`src/inc/ctm_pkg.sv`:
```
// constants and carrier types of the compact timer module
`default_nettype none
package ctm_pkg;
  // register offsets on the plain port
  localparam logic [2:0] OFS_CTL0 = 3'h0;
  localparam logic [2:0] OFS_CTL1 = 3'h1;
  localparam logic [2:0] OFS_CNTL = 3'h2;
  localparam logic [2:0] OFS_CNTH = 3'h3;
  localparam logic [2:0] OFS_CMPL = 3'h4;
  localparam logic [2:0] OFS_CMPH = 3'h5;
  // control zero fields
  localparam int C0_PAUSE = 7;
  localparam int C0_CLK_HI = 6;
  localparam int C0_CLK_LO = 4;
  localparam int C0_ON = 3;
  localparam int C0_PER_HI = 2;
  localparam int C0_PER_LO = 0;
  // control one fields
  localparam int C1_MODE_HI = 7;
  localparam int C1_MODE_LO = 6;
  localparam int C1_ACT_HI = 5;
  localparam int C1_ACT_LO = 4;
  localparam int C1_INIT = 3;
  localparam int C1_POL = 2;
  localparam int C1_SWAP = 1;
  localparam int C1_CCLR = 0;
  // reset values
  localparam logic [7:0] RST_CTL0 = 8'h00;
  localparam logic [7:0] RST_CTL1 = 8'h00;
  localparam logic [9:0] RST_CNT = 10'h000;
  localparam logic [9:0] RST_CMP = 10'h000;
  localparam logic [7:0] RST_HOLD = 8'h00;
  // divider last counts: sys/4, high/16, high/64
  localparam logic [1:0] DIV_SYS_LAST = 2'h3;
  localparam logic [3:0] DIV_H16_LAST = 4'hF;
  localparam logic [5:0] DIV_H64_LAST = 6'h3F;
  // counter top value
  localparam logic [9:0] CNT_TOP = 10'h3FF;
  // clock select codes
  localparam logic [2:0] CLK_SYS4 = 3'h0;
  localparam logic [2:0] CLK_SYS = 3'h1;
  localparam logic [2:0] CLK_H16 = 3'h2;
  localparam logic [2:0] CLK_H64 = 3'h3;
  localparam logic [2:0] CLK_SUB0 = 3'h4;
  localparam logic [2:0] CLK_SUB1 = 3'h5;
  localparam logic [2:0] CLK_EXT_RISE = 3'h6;
  localparam logic [2:0] CLK_EXT_FALL = 3'h7;
  // operating modes
  typedef enum logic [1:0] {
    MODE_CMP = 2'h0, MODE_UNDEF = 2'h1, MODE_PWM = 2'h2, MODE_TMR = 2'h3
  } ctm_mode_t;
  // compare-A output actions
  typedef enum logic [1:0] {
    ACT_NONE = 2'h0, ACT_LOW = 2'h1, ACT_HIGH = 2'h2, ACT_TOGGLE = 2'h3
  } ctm_act_t;
  // register port request
  typedef struct packed {
    logic wr;
    logic rd;
    logic [2:0] addr;
    logic [7:0] wdata;
  } ctm_bus_t;
  // whole module state
  typedef struct packed {
    logic [7:0] ctl0;
    logic [7:0] ctl1;
    logic [9:0] cnt;
    logic [9:0] cmp;
    logic [7:0] hold;
    logic [7:0] rdata;
    logic [1:0] div_sys;
    logic [5:0] div_high;
    logic [2:0] ext_sync;
    logic out_lvl;
    logic pin0;
    logic pin1;
    logic irq_a;
    logic irq_p;
  } ctm_state_t;
endpackage
`default_nettype wire

```
`src/ctm_top.sv`:
```
// compact timer module: counter, comparators, byte port, pins
`timescale 1ns/100ps
`default_nettype none
module ctm_top
  import ctm_pkg::*;
(
  input wire logic clk_sys_in,
  input wire logic nrst_in,
  input wire ctm_bus_t bus_in,
  output logic [7:0] rdata_out,
  input wire logic tick_high_in,
  input wire logic tick_sub_in,
  input wire logic external_clock_input_in,
  input wire logic invert_zero_in,
  input wire logic invert_one_in,
  output logic timer_output_zero_out,
  output logic timer_output_one_out,
  output logic irq_compare_a_out,
  output logic irq_compare_p_out
);

  // last count before a period match
  // code zero runs the full ten bits
  function automatic logic [9:0] per_last(input logic [2:0] code);
    if (code == 3'h0) begin
      per_last = CNT_TOP;
    end else begin
      per_last = {code, 7'h00} - 10'h001;
    end
  endfunction

  // reset release flops
  logic rst_meta_q;
  logic rst_n;

  // registered state and its next value
  ctm_state_t st_q;
  ctm_state_t st_d;

  // decoded control fields
  logic on_q; // counter enabled
  logic pause_q; // counter frozen
  logic [2:0] clk_sel; // clock source
  logic [2:0] period; // comparator P code
  ctm_mode_t mode; // operating mode
  ctm_act_t act; // output action
  logic cclr; // clear on compare A

  // step terms
  logic tick; // one counter clock
  logic p_match; // period reached
  logic a_match; // compare A reached
  logic ovf; // top reached
  logic pwm_on; // pwm active phase
  logic [9:0] duty; // pwm duty value

  assign on_q = st_q.ctl0[C0_ON];
  assign pause_q = st_q.ctl0[C0_PAUSE];
  assign clk_sel = st_q.ctl0[C0_CLK_HI:C0_CLK_LO];
  assign period = st_q.ctl0[C0_PER_HI:C0_PER_LO];
  assign mode = ctm_mode_t'(st_q.ctl1[C1_MODE_HI:C1_MODE_LO]);
  assign act = ctm_act_t'(st_q.ctl1[C1_ACT_HI:C1_ACT_LO]);
  assign cclr = st_q.ctl1[C1_CCLR];

  // outputs straight from flops
  assign rdata_out = st_q.rdata;
  assign timer_output_zero_out = st_q.pin0;
  assign timer_output_one_out = st_q.pin1;
  assign irq_compare_a_out = st_q.irq_a;
  assign irq_compare_p_out = st_q.irq_p;

  // reset release through two flops
  always_ff @(posedge clk_sys_in or negedge nrst_in) begin
    if (!nrst_in) begin
      rst_meta_q <= 1'b0;
      rst_n <= 1'b0;
    end else begin
      rst_meta_q <= 1'b1;
      rst_n <= rst_meta_q;
    end
  end

  // counter clock selection
  // external edges come from the second sync flop onward
  always_comb begin
    unique case (clk_sel)
      CLK_SYS4: begin
        tick = (st_q.div_sys == DIV_SYS_LAST);
      end
      CLK_SYS: begin
        tick = 1'b1;
      end
      CLK_H16: begin
        tick = tick_high_in && (st_q.div_high[3:0] == DIV_H16_LAST);
      end
      CLK_H64: begin
        tick = tick_high_in && (st_q.div_high == DIV_H64_LAST);
      end
      CLK_SUB0, CLK_SUB1: begin
        tick = tick_sub_in;
      end
      CLK_EXT_RISE: begin
        tick = st_q.ext_sync[1] && !st_q.ext_sync[2];
      end
      CLK_EXT_FALL: begin
        tick = !st_q.ext_sync[1] && st_q.ext_sync[2];
      end
    endcase
  end

  // comparators look at the value being left
  assign p_match = (st_q.cnt == per_last(period));
  assign a_match = (st_q.cnt == st_q.cmp - 10'h001);
  assign ovf = (st_q.cnt == CNT_TOP);

  // pwm: duty from compare A, or from period when swapped
  assign duty = st_q.ctl1[C1_SWAP] ? {period, 7'h00} : st_q.cmp;
  assign pwm_on = (st_q.cnt < duty);

  // next state
  always_comb begin
    st_d = st_q;
    // request pulses last one cycle
    st_d.irq_a = 1'b0;
    st_d.irq_p = 1'b0;
    // read data stands one cycle only
    st_d.rdata = 8'h00;
    // pin sampling chain
    st_d.ext_sync = {st_q.ext_sync[1:0], external_clock_input_in};
    // free running dividers
    st_d.div_sys = st_q.div_sys + 2'h1;
    if (tick_high_in) begin
      st_d.div_high = st_q.div_high + 6'h01;
    end

    // counting: off or paused holds the value
    if (on_q && !pause_q && tick) begin
      if (ovf || (!cclr && p_match) || (cclr && a_match)) begin
        st_d.cnt = RST_CNT;
      end else begin
        st_d.cnt = st_q.cnt + 10'h001;
      end
      // separate request pulses
      st_d.irq_a = a_match;
      st_d.irq_p = p_match || ovf;
      // compare output action on compare A
      if (mode == MODE_CMP && a_match) begin
        unique case (act)
          ACT_NONE: begin
            st_d.out_lvl = st_q.out_lvl;
          end
          ACT_LOW: begin
            st_d.out_lvl = 1'b0;
          end
          ACT_HIGH: begin
            st_d.out_lvl = 1'b1;
          end
          ACT_TOGGLE: begin
            st_d.out_lvl = !st_q.out_lvl;
          end
        endcase
      end
    end

    // pwm output set each cycle: follows the counter with action high, fixed level otherwise
    if (mode == MODE_PWM) begin
      unique case (act)
        ACT_NONE: begin
          st_d.out_lvl = 1'b0;
        end
        ACT_LOW: begin
          st_d.out_lvl = 1'b1;
        end
        ACT_HIGH: begin
          st_d.out_lvl = pwm_on;
        end
        ACT_TOGGLE: begin
          // undefined code parks the output inactive
          st_d.out_lvl = 1'b0;
        end
      endcase
    end
    // timer mode and the undefined code leave the output alone

    // register writes; counter pair has no write path
    if (bus_in.wr) begin
      unique case (bus_in.addr)
        OFS_CTL0: begin
          st_d.ctl0 = bus_in.wdata;
          // rising on bit: clear, restore initial level in compare mode
          if (!on_q && bus_in.wdata[C0_ON]) begin
            st_d.cnt = RST_CNT;
            if (mode == MODE_CMP) begin
              st_d.out_lvl = st_q.ctl1[C1_INIT];
            end
          end
        end
        OFS_CTL1: begin
          st_d.ctl1 = bus_in.wdata;
        end
        OFS_CMPL: begin
          st_d.hold = bus_in.wdata;
        end
        OFS_CMPH: begin
          st_d.cmp = {bus_in.wdata[1:0], st_q.hold};
        end
        default: begin
          // counter bytes and free codes ignore writes
          st_d.hold = st_q.hold;
        end
      endcase
    end

    // register reads; high reads load the buffer
    if (bus_in.rd) begin
      unique case (bus_in.addr)
        OFS_CTL0: begin
          st_d.rdata = st_q.ctl0;
        end
        OFS_CTL1: begin
          st_d.rdata = st_q.ctl1;
        end
        OFS_CNTL, OFS_CMPL: begin
          st_d.rdata = st_q.hold;
        end
        OFS_CNTH: begin
          st_d.rdata = {6'h00, st_q.cnt[9:8]};
          st_d.hold = st_q.cnt[7:0];
        end
        OFS_CMPH: begin
          st_d.rdata = {6'h00, st_q.cmp[9:8]};
          st_d.hold = st_q.cmp[7:0];
        end
        default: begin
          // unmapped codes read zero
          st_d.rdata = 8'h00;
        end
      endcase
    end

    // pins: shared level, each inverted by its port bit
    st_d.pin0 = st_d.out_lvl ^ st_d.ctl1[C1_POL] ^ invert_zero_in;
    st_d.pin1 = st_d.out_lvl ^ st_d.ctl1[C1_POL] ^ invert_one_in;
  end

  // state register
  always_ff @(posedge clk_sys_in or negedge rst_n) begin
    if (!rst_n) begin
      st_q.ctl0 <= RST_CTL0;
      st_q.ctl1 <= RST_CTL1;
      st_q.cnt <= RST_CNT;
      st_q.cmp <= RST_CMP;
      st_q.hold <= RST_HOLD;
      st_q.rdata <= 8'h00;
      st_q.div_sys <= 2'h0;
      st_q.div_high <= 6'h00;
      st_q.ext_sync <= 3'h0;
      st_q.out_lvl <= 1'b0;
      st_q.pin0 <= 1'b0;
      st_q.pin1 <= 1'b0;
      st_q.irq_a <= 1'b0;
      st_q.irq_p <= 1'b0;
    end else begin
      st_q <= st_d;
    end
  end

  // low write touches only the buffer
  AST_LOW_WRITE: assert property (@(posedge clk_sys_in) disable iff (!rst_n)
    bus_in.wr && bus_in.addr == OFS_CMPL |=>
      $stable(st_q.cmp) && st_q.hold == $past(bus_in.wdata))
    else $error("compare low write changed compare value");

  // high write joins new high bits with buffered low
  AST_HIGH_WRITE: assert property (@(posedge clk_sys_in) disable iff (!rst_n)
    bus_in.wr && bus_in.addr == OFS_CMPH |=>
      st_q.cmp == {$past(bus_in.wdata[1:0]), $past(st_q.hold)})
    else $error("compare high write did not latch buffer");

  // high read of counter: zero-padded bits and buffer capture
  AST_HIGH_READ: assert property (@(posedge clk_sys_in) disable iff (!rst_n)
    bus_in.rd && bus_in.addr == OFS_CNTH |=>
      rdata_out == {6'h00, $past(st_q.cnt[9:8])} &&
      st_q.hold == $past(st_q.cnt[7:0]))
    else $error("counter high read wrong");

  // low reads come from the buffer
  AST_LOW_READ: assert property (@(posedge clk_sys_in) disable iff (!rst_n)
    bus_in.rd && (bus_in.addr == OFS_CNTL || bus_in.addr == OFS_CMPL) |=>
      rdata_out == $past(st_q.hold))
    else $error("low byte read not from buffer");

  // switching on starts from zero
  AST_ON_CLEAR: assert property (@(posedge clk_sys_in) disable iff (!rst_n)
    $rose(on_q) |-> st_q.cnt == RST_CNT)
    else $error("counter not cleared on switch on");

  // off keeps the count
  AST_OFF_HOLD: assert property (@(posedge clk_sys_in) disable iff (!rst_n)
    !on_q ##1 !on_q |-> $stable(st_q.cnt))
    else $error("counter moved while off");

  // pause keeps the count
  AST_PAUSE_HOLD: assert property (@(posedge clk_sys_in) disable iff (!rst_n)
    (on_q && pause_q) ##1 (on_q && pause_q) |-> $stable(st_q.cnt))
    else $error("counter moved while paused");

  // period request only at the period end or the top
  AST_PERIOD_END: assert property (@(posedge clk_sys_in) disable iff (!rst_n)
    irq_compare_p_out |->
      $past(st_q.cnt) == per_last($past(period)) || $past(st_q.cnt) == CNT_TOP)
    else $error("period request at wrong count");

  // period match with clear select zero restarts the count
  AST_PERIOD_CLEAR: assert property (@(posedge clk_sys_in) disable iff (!rst_n)
    irq_compare_p_out && !$past(cclr) |-> st_q.cnt == RST_CNT)
    else $error("period match did not clear counter");

  // switching on in compare mode restores initial level
  AST_INIT_LEVEL: assert property (@(posedge clk_sys_in) disable iff (!rst_n)
    $rose(on_q) && $past(mode) == MODE_CMP |->
      st_q.out_lvl == $past(st_q.ctl1[C1_INIT]))
    else $error("output not at initial level");

  // buffer moves only on a low write or a high read
  AST_HOLD_STILL: assert property (@(posedge clk_sys_in) disable iff (!rst_n)
    !(bus_in.wr && bus_in.addr == OFS_CMPL) &&
      !(bus_in.rd && (bus_in.addr == OFS_CNTH || bus_in.addr == OFS_CMPH)) |=>
      $stable(st_q.hold))
    else $error("low byte buffer moved without high access");

  // high read of compare A: zero-padded bits and buffer capture
  AST_CMP_HIGH_READ: assert property (@(posedge clk_sys_in) disable iff (!rst_n)
    bus_in.rd && bus_in.addr == OFS_CMPH |=>
      rdata_out == {6'h00, $past(st_q.cmp[9:8])} &&
      st_q.hold == $past(st_q.cmp[7:0]))
    else $error("compare high read wrong");

  // unused high byte bits always read zero
  AST_HIGH_ZERO: assert property (@(posedge clk_sys_in) disable iff (!rst_n)
    bus_in.rd && (bus_in.addr == OFS_CNTH || bus_in.addr == OFS_CMPH) |=>
      rdata_out[7:2] == 6'h00)
    else $error("unused high byte bits not zero");

  // a plain tick advances the count by one
  AST_COUNT_STEP: assert property (@(posedge clk_sys_in) disable iff (!rst_n)
    on_q && !pause_q && tick && !ovf && !p_match && !a_match |=>
      st_q.cnt == $past(st_q.cnt) + 10'h001)
    else $error("counter did not step by one");

  // no selected tick, no switch-on write: count stands
  AST_IDLE_HOLD: assert property (@(posedge clk_sys_in) disable iff (!rst_n)
    !(on_q && !pause_q && tick) && !(bus_in.wr && bus_in.addr == OFS_CTL0) |=>
      $stable(st_q.cnt))
    else $error("counter moved without a tick");

  // top of count wraps to zero with a period request
  AST_TOP_CLEAR: assert property (@(posedge clk_sys_in) disable iff (!rst_n)
    on_q && !pause_q && tick && ovf |=>
      st_q.cnt == RST_CNT && irq_compare_p_out)
    else $error("overflow did not clear counter");

  // compare A match with clear select set restarts the count
  AST_A_CLEAR: assert property (@(posedge clk_sys_in) disable iff (!rst_n)
    on_q && !pause_q && tick && cclr && a_match |=>
      st_q.cnt == RST_CNT && irq_compare_a_out)
    else $error("compare match did not clear counter");

  // compare A request only after a counted match
  AST_A_PULSE: assert property (@(posedge clk_sys_in) disable iff (!rst_n)
    irq_compare_a_out |->
      $past(on_q && !pause_q && tick && a_match))
    else $error("compare request without a match");

  // pins differ exactly where the port bits differ; skips the reset edge
  AST_PIN_PAIR: assert property (@(posedge clk_sys_in) disable iff (!rst_n)
    $past(rst_n) |->
      (timer_output_zero_out ^ timer_output_one_out) == $past(invert_zero_in ^ invert_one_in))
    else $error("output pins not paired as selected");

endmodule
`default_nettype wire

```
`config.mk`:
```
export PLATFORM = sky130hd
export DESIGN_NAME = ctm_top
export DESIGN_NICKNAME = d
export VERILOG_FILES = /design/src/inc/ctm_pkg.sv /design/src/ctm_top.sv
export SDC_FILE = /design/constraint.sdc
export NUM_CORES = 1
export LEC_CHECK = 0
export ABC_AREA = 1
export BUFFER_PORTS_ARGS = -buffer_cell sky130_fd_sc_hd__clkbuf_2
export CAP_MARGIN = 20
export CORE_MARGIN = 2
export CORE_UTILIZATION = 30
export DETAILED_ROUTE_END_ITERATION = 6
export PLACE_DENSITY = 0.48
export SLEW_MARGIN = 10
export SYNTH_ARGS = -nofsm -noshare
export SYNTH_HDL_FRONTEND = slang
export SYNTH_SLANG_ARGS = --single-unit
```
`constraint.sdc`:
```
create_clock -name clk_sys_in -period 3.3 [get_ports clk_sys_in]
set_input_delay 0.495 -clock clk_sys_in [delete_from_list [all_inputs] [get_ports clk_sys_in]]
set_output_delay 0.495 -clock clk_sys_in [all_outputs]
set_load 0.05 [all_outputs]
```
==> summary.txt <==
Status: finished, final reports clean
Starting density of the core: 30.5%
Maximum clock insertion buffer count: 2
Critical path depth: 19
Final min period: 2.42 ns
Site Rows: 42
Total grt overflow: 0
Max Cap Viol: 0
Yosys warns: 0
HP Class: primary input to register
Vias in the first global route: 3537
CTS buffer count: 9
1st-iter DRT viols: 225
Yosys cell types: 32
Reg-to-reg slack, setup: 0.88 ns
Area after DPL: 4300 µm²
Hold Fails Final Rpt: 0
Pin count of the biggest net entering global routing: 69
Slew @ Worst Pin: 0.889 ns
WS Path Type: register to register
Post_cts resized: 0
EDFF count, synth: 0
DRC errors left: 0
Layout Nets: 591
Area of the core: 13100 µm²
Crit path max-delay family: simple AND/OR/NAND/NOR gates
Critical path required time: 3.53 ns
Final Cycle Share: 73.4%
Arrival time at the worst endpoint: 2.66 ns
Initial DRT Pass Iterations: 4
RSZ-0062 raised after global routing: false
Clock Skew: 0.00605 ns
Crit path capture type: register
Fin. max-slew vios: 0
Setup crit end: timer_output_zero_out$_DFF_PN0_
Number of diodes: 0
Min-delay src: external_clock_input_in
Share of cells above drive strength 1: 12.3%
Max incr delay on CP: 0.46 ns
Type of origin of the critical path: register
Io pins: 32
Vias/cell: 4.77
Post-synth top flop: dfrtp_1
Buf/Inv on CP: 2
Avg Cell Area, Syn: 7.61 µm²
Post-DP HPWL: 8.36 mm
CTS tree: built
Die Area: 14300 µm²
Synth Instances: 526
Reg2reg end: timer_output_zero_out$_DFF_PN0_
Critical path's slowest cell: dfrtp_1
GP Congestion: 0.863
Largest vdd supply drop: 0.255 mV
Ys async rst share: 100%
Routed Antenna Nets: 0
Power consumption: 3.33 mW
Slew headroom: 40.7%
Pwr dens: 722 nW/µm²
Area growth syn-to-layout: 15.3%
H-Tree Depth: 3
Die height: 120 µm
Fmax: 413 MHz
Fin area: 4620 µm²
Clk Latency, worst-skew pair: 0.34 ns
Reg-to-reg startpoint: st_q[32]$_DFFE_PN0P_
Setup TNS: 0 ns
Final setup vio count: 0
Via Count: 3514
Post-Syn Area: 4000 µm²
First-pass GRT wire length: 18.2 mm
CTS root buffer: clkbuf_16
Syn Nets: 562
Buffers on Ports: 31
Seq/Total Area, Yosys: 43.8%
CP cell instances: inv_2 -> ha_1 -> inv_1 -> nand2_1 -> nand2_1 -> nor2_1 -> nand2_1 -> nor2_1 -> nand3_1 -> nor2_2 -> nand2_2 -> nor2_4 -> nand2_1 -> nand2_1 -> nand2_1 -> nand2_2 -> nand3_1 -> nand3_1 -> nand2_1
Hold_ws: 0.255 ns
CP Launch Point: st_q[32]$_DFFE_PN0P_
Leak: 2.32 nW
Die Wd: 120 µm
Gr usage total: 16.7%
R2R cell count: 19
CP dominant cell by count: nand2_1
#FFs+latches synth: 70
DR WL/cell: 14.9 µm
Clock-pin slew on the worst setup and hold paths: 0.06 ns
CTS Sinks: 70
Worst Path Max Fanout: 5
Final WL: 10.9 mm
Antenna violations before repair: 0
[synthesized netlist by cell type (6+ instances only)]
library cell	instances	area, µm²
ha_1	16	200
nor2_1	52	195
clkbuf_1	6	22.5
buf_4	9	67.6
nand2_1	132	495
a21oi_1	18	90.1
nor3_1	6	30.0
inv_1	70	263
xor2_1	11	96.3
nand3_1	27	135
dfrtp_1	70	1750
o22ai_1	16	100
o21ai_0	40	200
o31ai_1	7	52.6
[what timing repair did]
item / 4_1_cts / 5_1_grt
hold endpoints to repair: 2 / 0
endpoints found under the setup margin: 0 / 0
buffers inserted: 0 / 0
hold buffers: 1 / 0
[sequential cells by signal, indices dropped and copies added (netlist names), 2 cells and up]
signal and cells:
act 2, clk_sel 3, mode 2, period 3, rdata_out 8, st_d 2, st_q 41
[area by class of cell]
class / count / area [µm²]
clock buffer: 10 / 239
clock inverter: 6 / 68.8
fill: 1434 / 8520
inverter: 80 / 302
multi-input combinational: 361 / 1860
sequential: 70 / 1750
tap: 176 / 220
timing repair buffer: 33 / 173
[metal layers]
layer / global-route usage, % / wire (µm) / vias up
met5: 0 / 0 / -
met4: 8.24 / 327 / 0
met3: 3.33 / 442 / 19
met2: 26.8 / 5080 / 67
met1: 21.5 / 5090 / 1687
li1: - / - / 1741
[stage by stage]
step / instances / worst slack, ns / utilization [%]
2_1_floorplan: 526 / 1.21 / -
3_3_place_gp: 719 / 0.729 / 32.7
3_5_place_dp: 719 / 0.765 / 32.7
4_1_cts: 736 / 0.888 / 35.1
5_1_grt: 736 / 0.618 / 35.1
6_report: 736 / 0.878 / 35.1
[kinds of logic after synthesis]
kind of cell | Yosys count | share of synthesized area, %
buffers and inverters | 95 | 9.78
xor gates and xnor gates | 15 | 3.28
and+or+nand+nor | 238 | 25.2
AOI/OAI and AO/OA | 91 | 12.9
other | 1 | 0.0937
DFF | 70 | 43.8
adders and majority gates | 16 | 5.00
[how the worst min path moves through the flow]
| stage | endpoint | depth (start not counted) | slack [ns] |
|---|---|---|---|
| global placement | rst_meta_q$_DFF_PN0_ | 1 | 0.28 |
| finish | st_d[6]$_DFF_PN0_ | 1 | 0.25 |
| global route | st_d[6]$_DFF_PN0_ | 1 | 0.24 |
| CTS | st_d[6]$_DFF_PN0_ | 1 | 0.24 |
| floorplan | rst_meta_q$_DFF_PN0_ | 0 | 0.20 |
| detailed placement | rst_meta_q$_DFF_PN0_ | 1 | 0.28 |
[worst register-to-register path: stages (launching register included)]
cell and delay, ns:
dfrtp_1 0.46, inv_2 0.10, ha_1 0.31, inv_1 0.04, nand2_1 0.05, nand2_1 0.04, nor2_1 0.15, nand2_1 0.08
nor2_1 0.10, nand3_1 0.09, nor2_2 0.19, nand2_2 0.11, nor2_4 0.10, nand2_1 0.05, nand2_1 0.07, nand2_1 0.06
nand2_2 0.07, nand3_1 0.09, nand3_1 0.11, nand2_1 0.05
[report_power, final]
part | internal (mW) | switching, mW | leakage, nW
Sequential | 1.05 | 0.204 | 0.886
Combinational | 0.373 | 0.701 | 1.29
Clock | 0.611 | 0.395 | 0.149
Total | 2.03 | 1.30 | 2.32
[layout by cell type, fill, tap and decap left out, types with 2 or more instances in the layout]
master     count
o31ai_1        7
nand2_1      132
clkbuf_16      9
o22ai_1       16
nand2_2        5
o21ai_0       40
nor2_4         2
nor2_2         5
xnor2_1        4
nor3_1         6
ha_1          16
nand4_1        5
inv_6          2
nand3_1       27
xor2_1        11
dfrtp_1       69
o21ai_1        2
a21oi_1       18
clkinv_1       4
inv_1         70
clkbuf_2      31
nor3b_1        2
clkinv_2       2
inv_2          5
nor2_1        52
a211oi_1       4
Power figures use the tool's default switching activity.
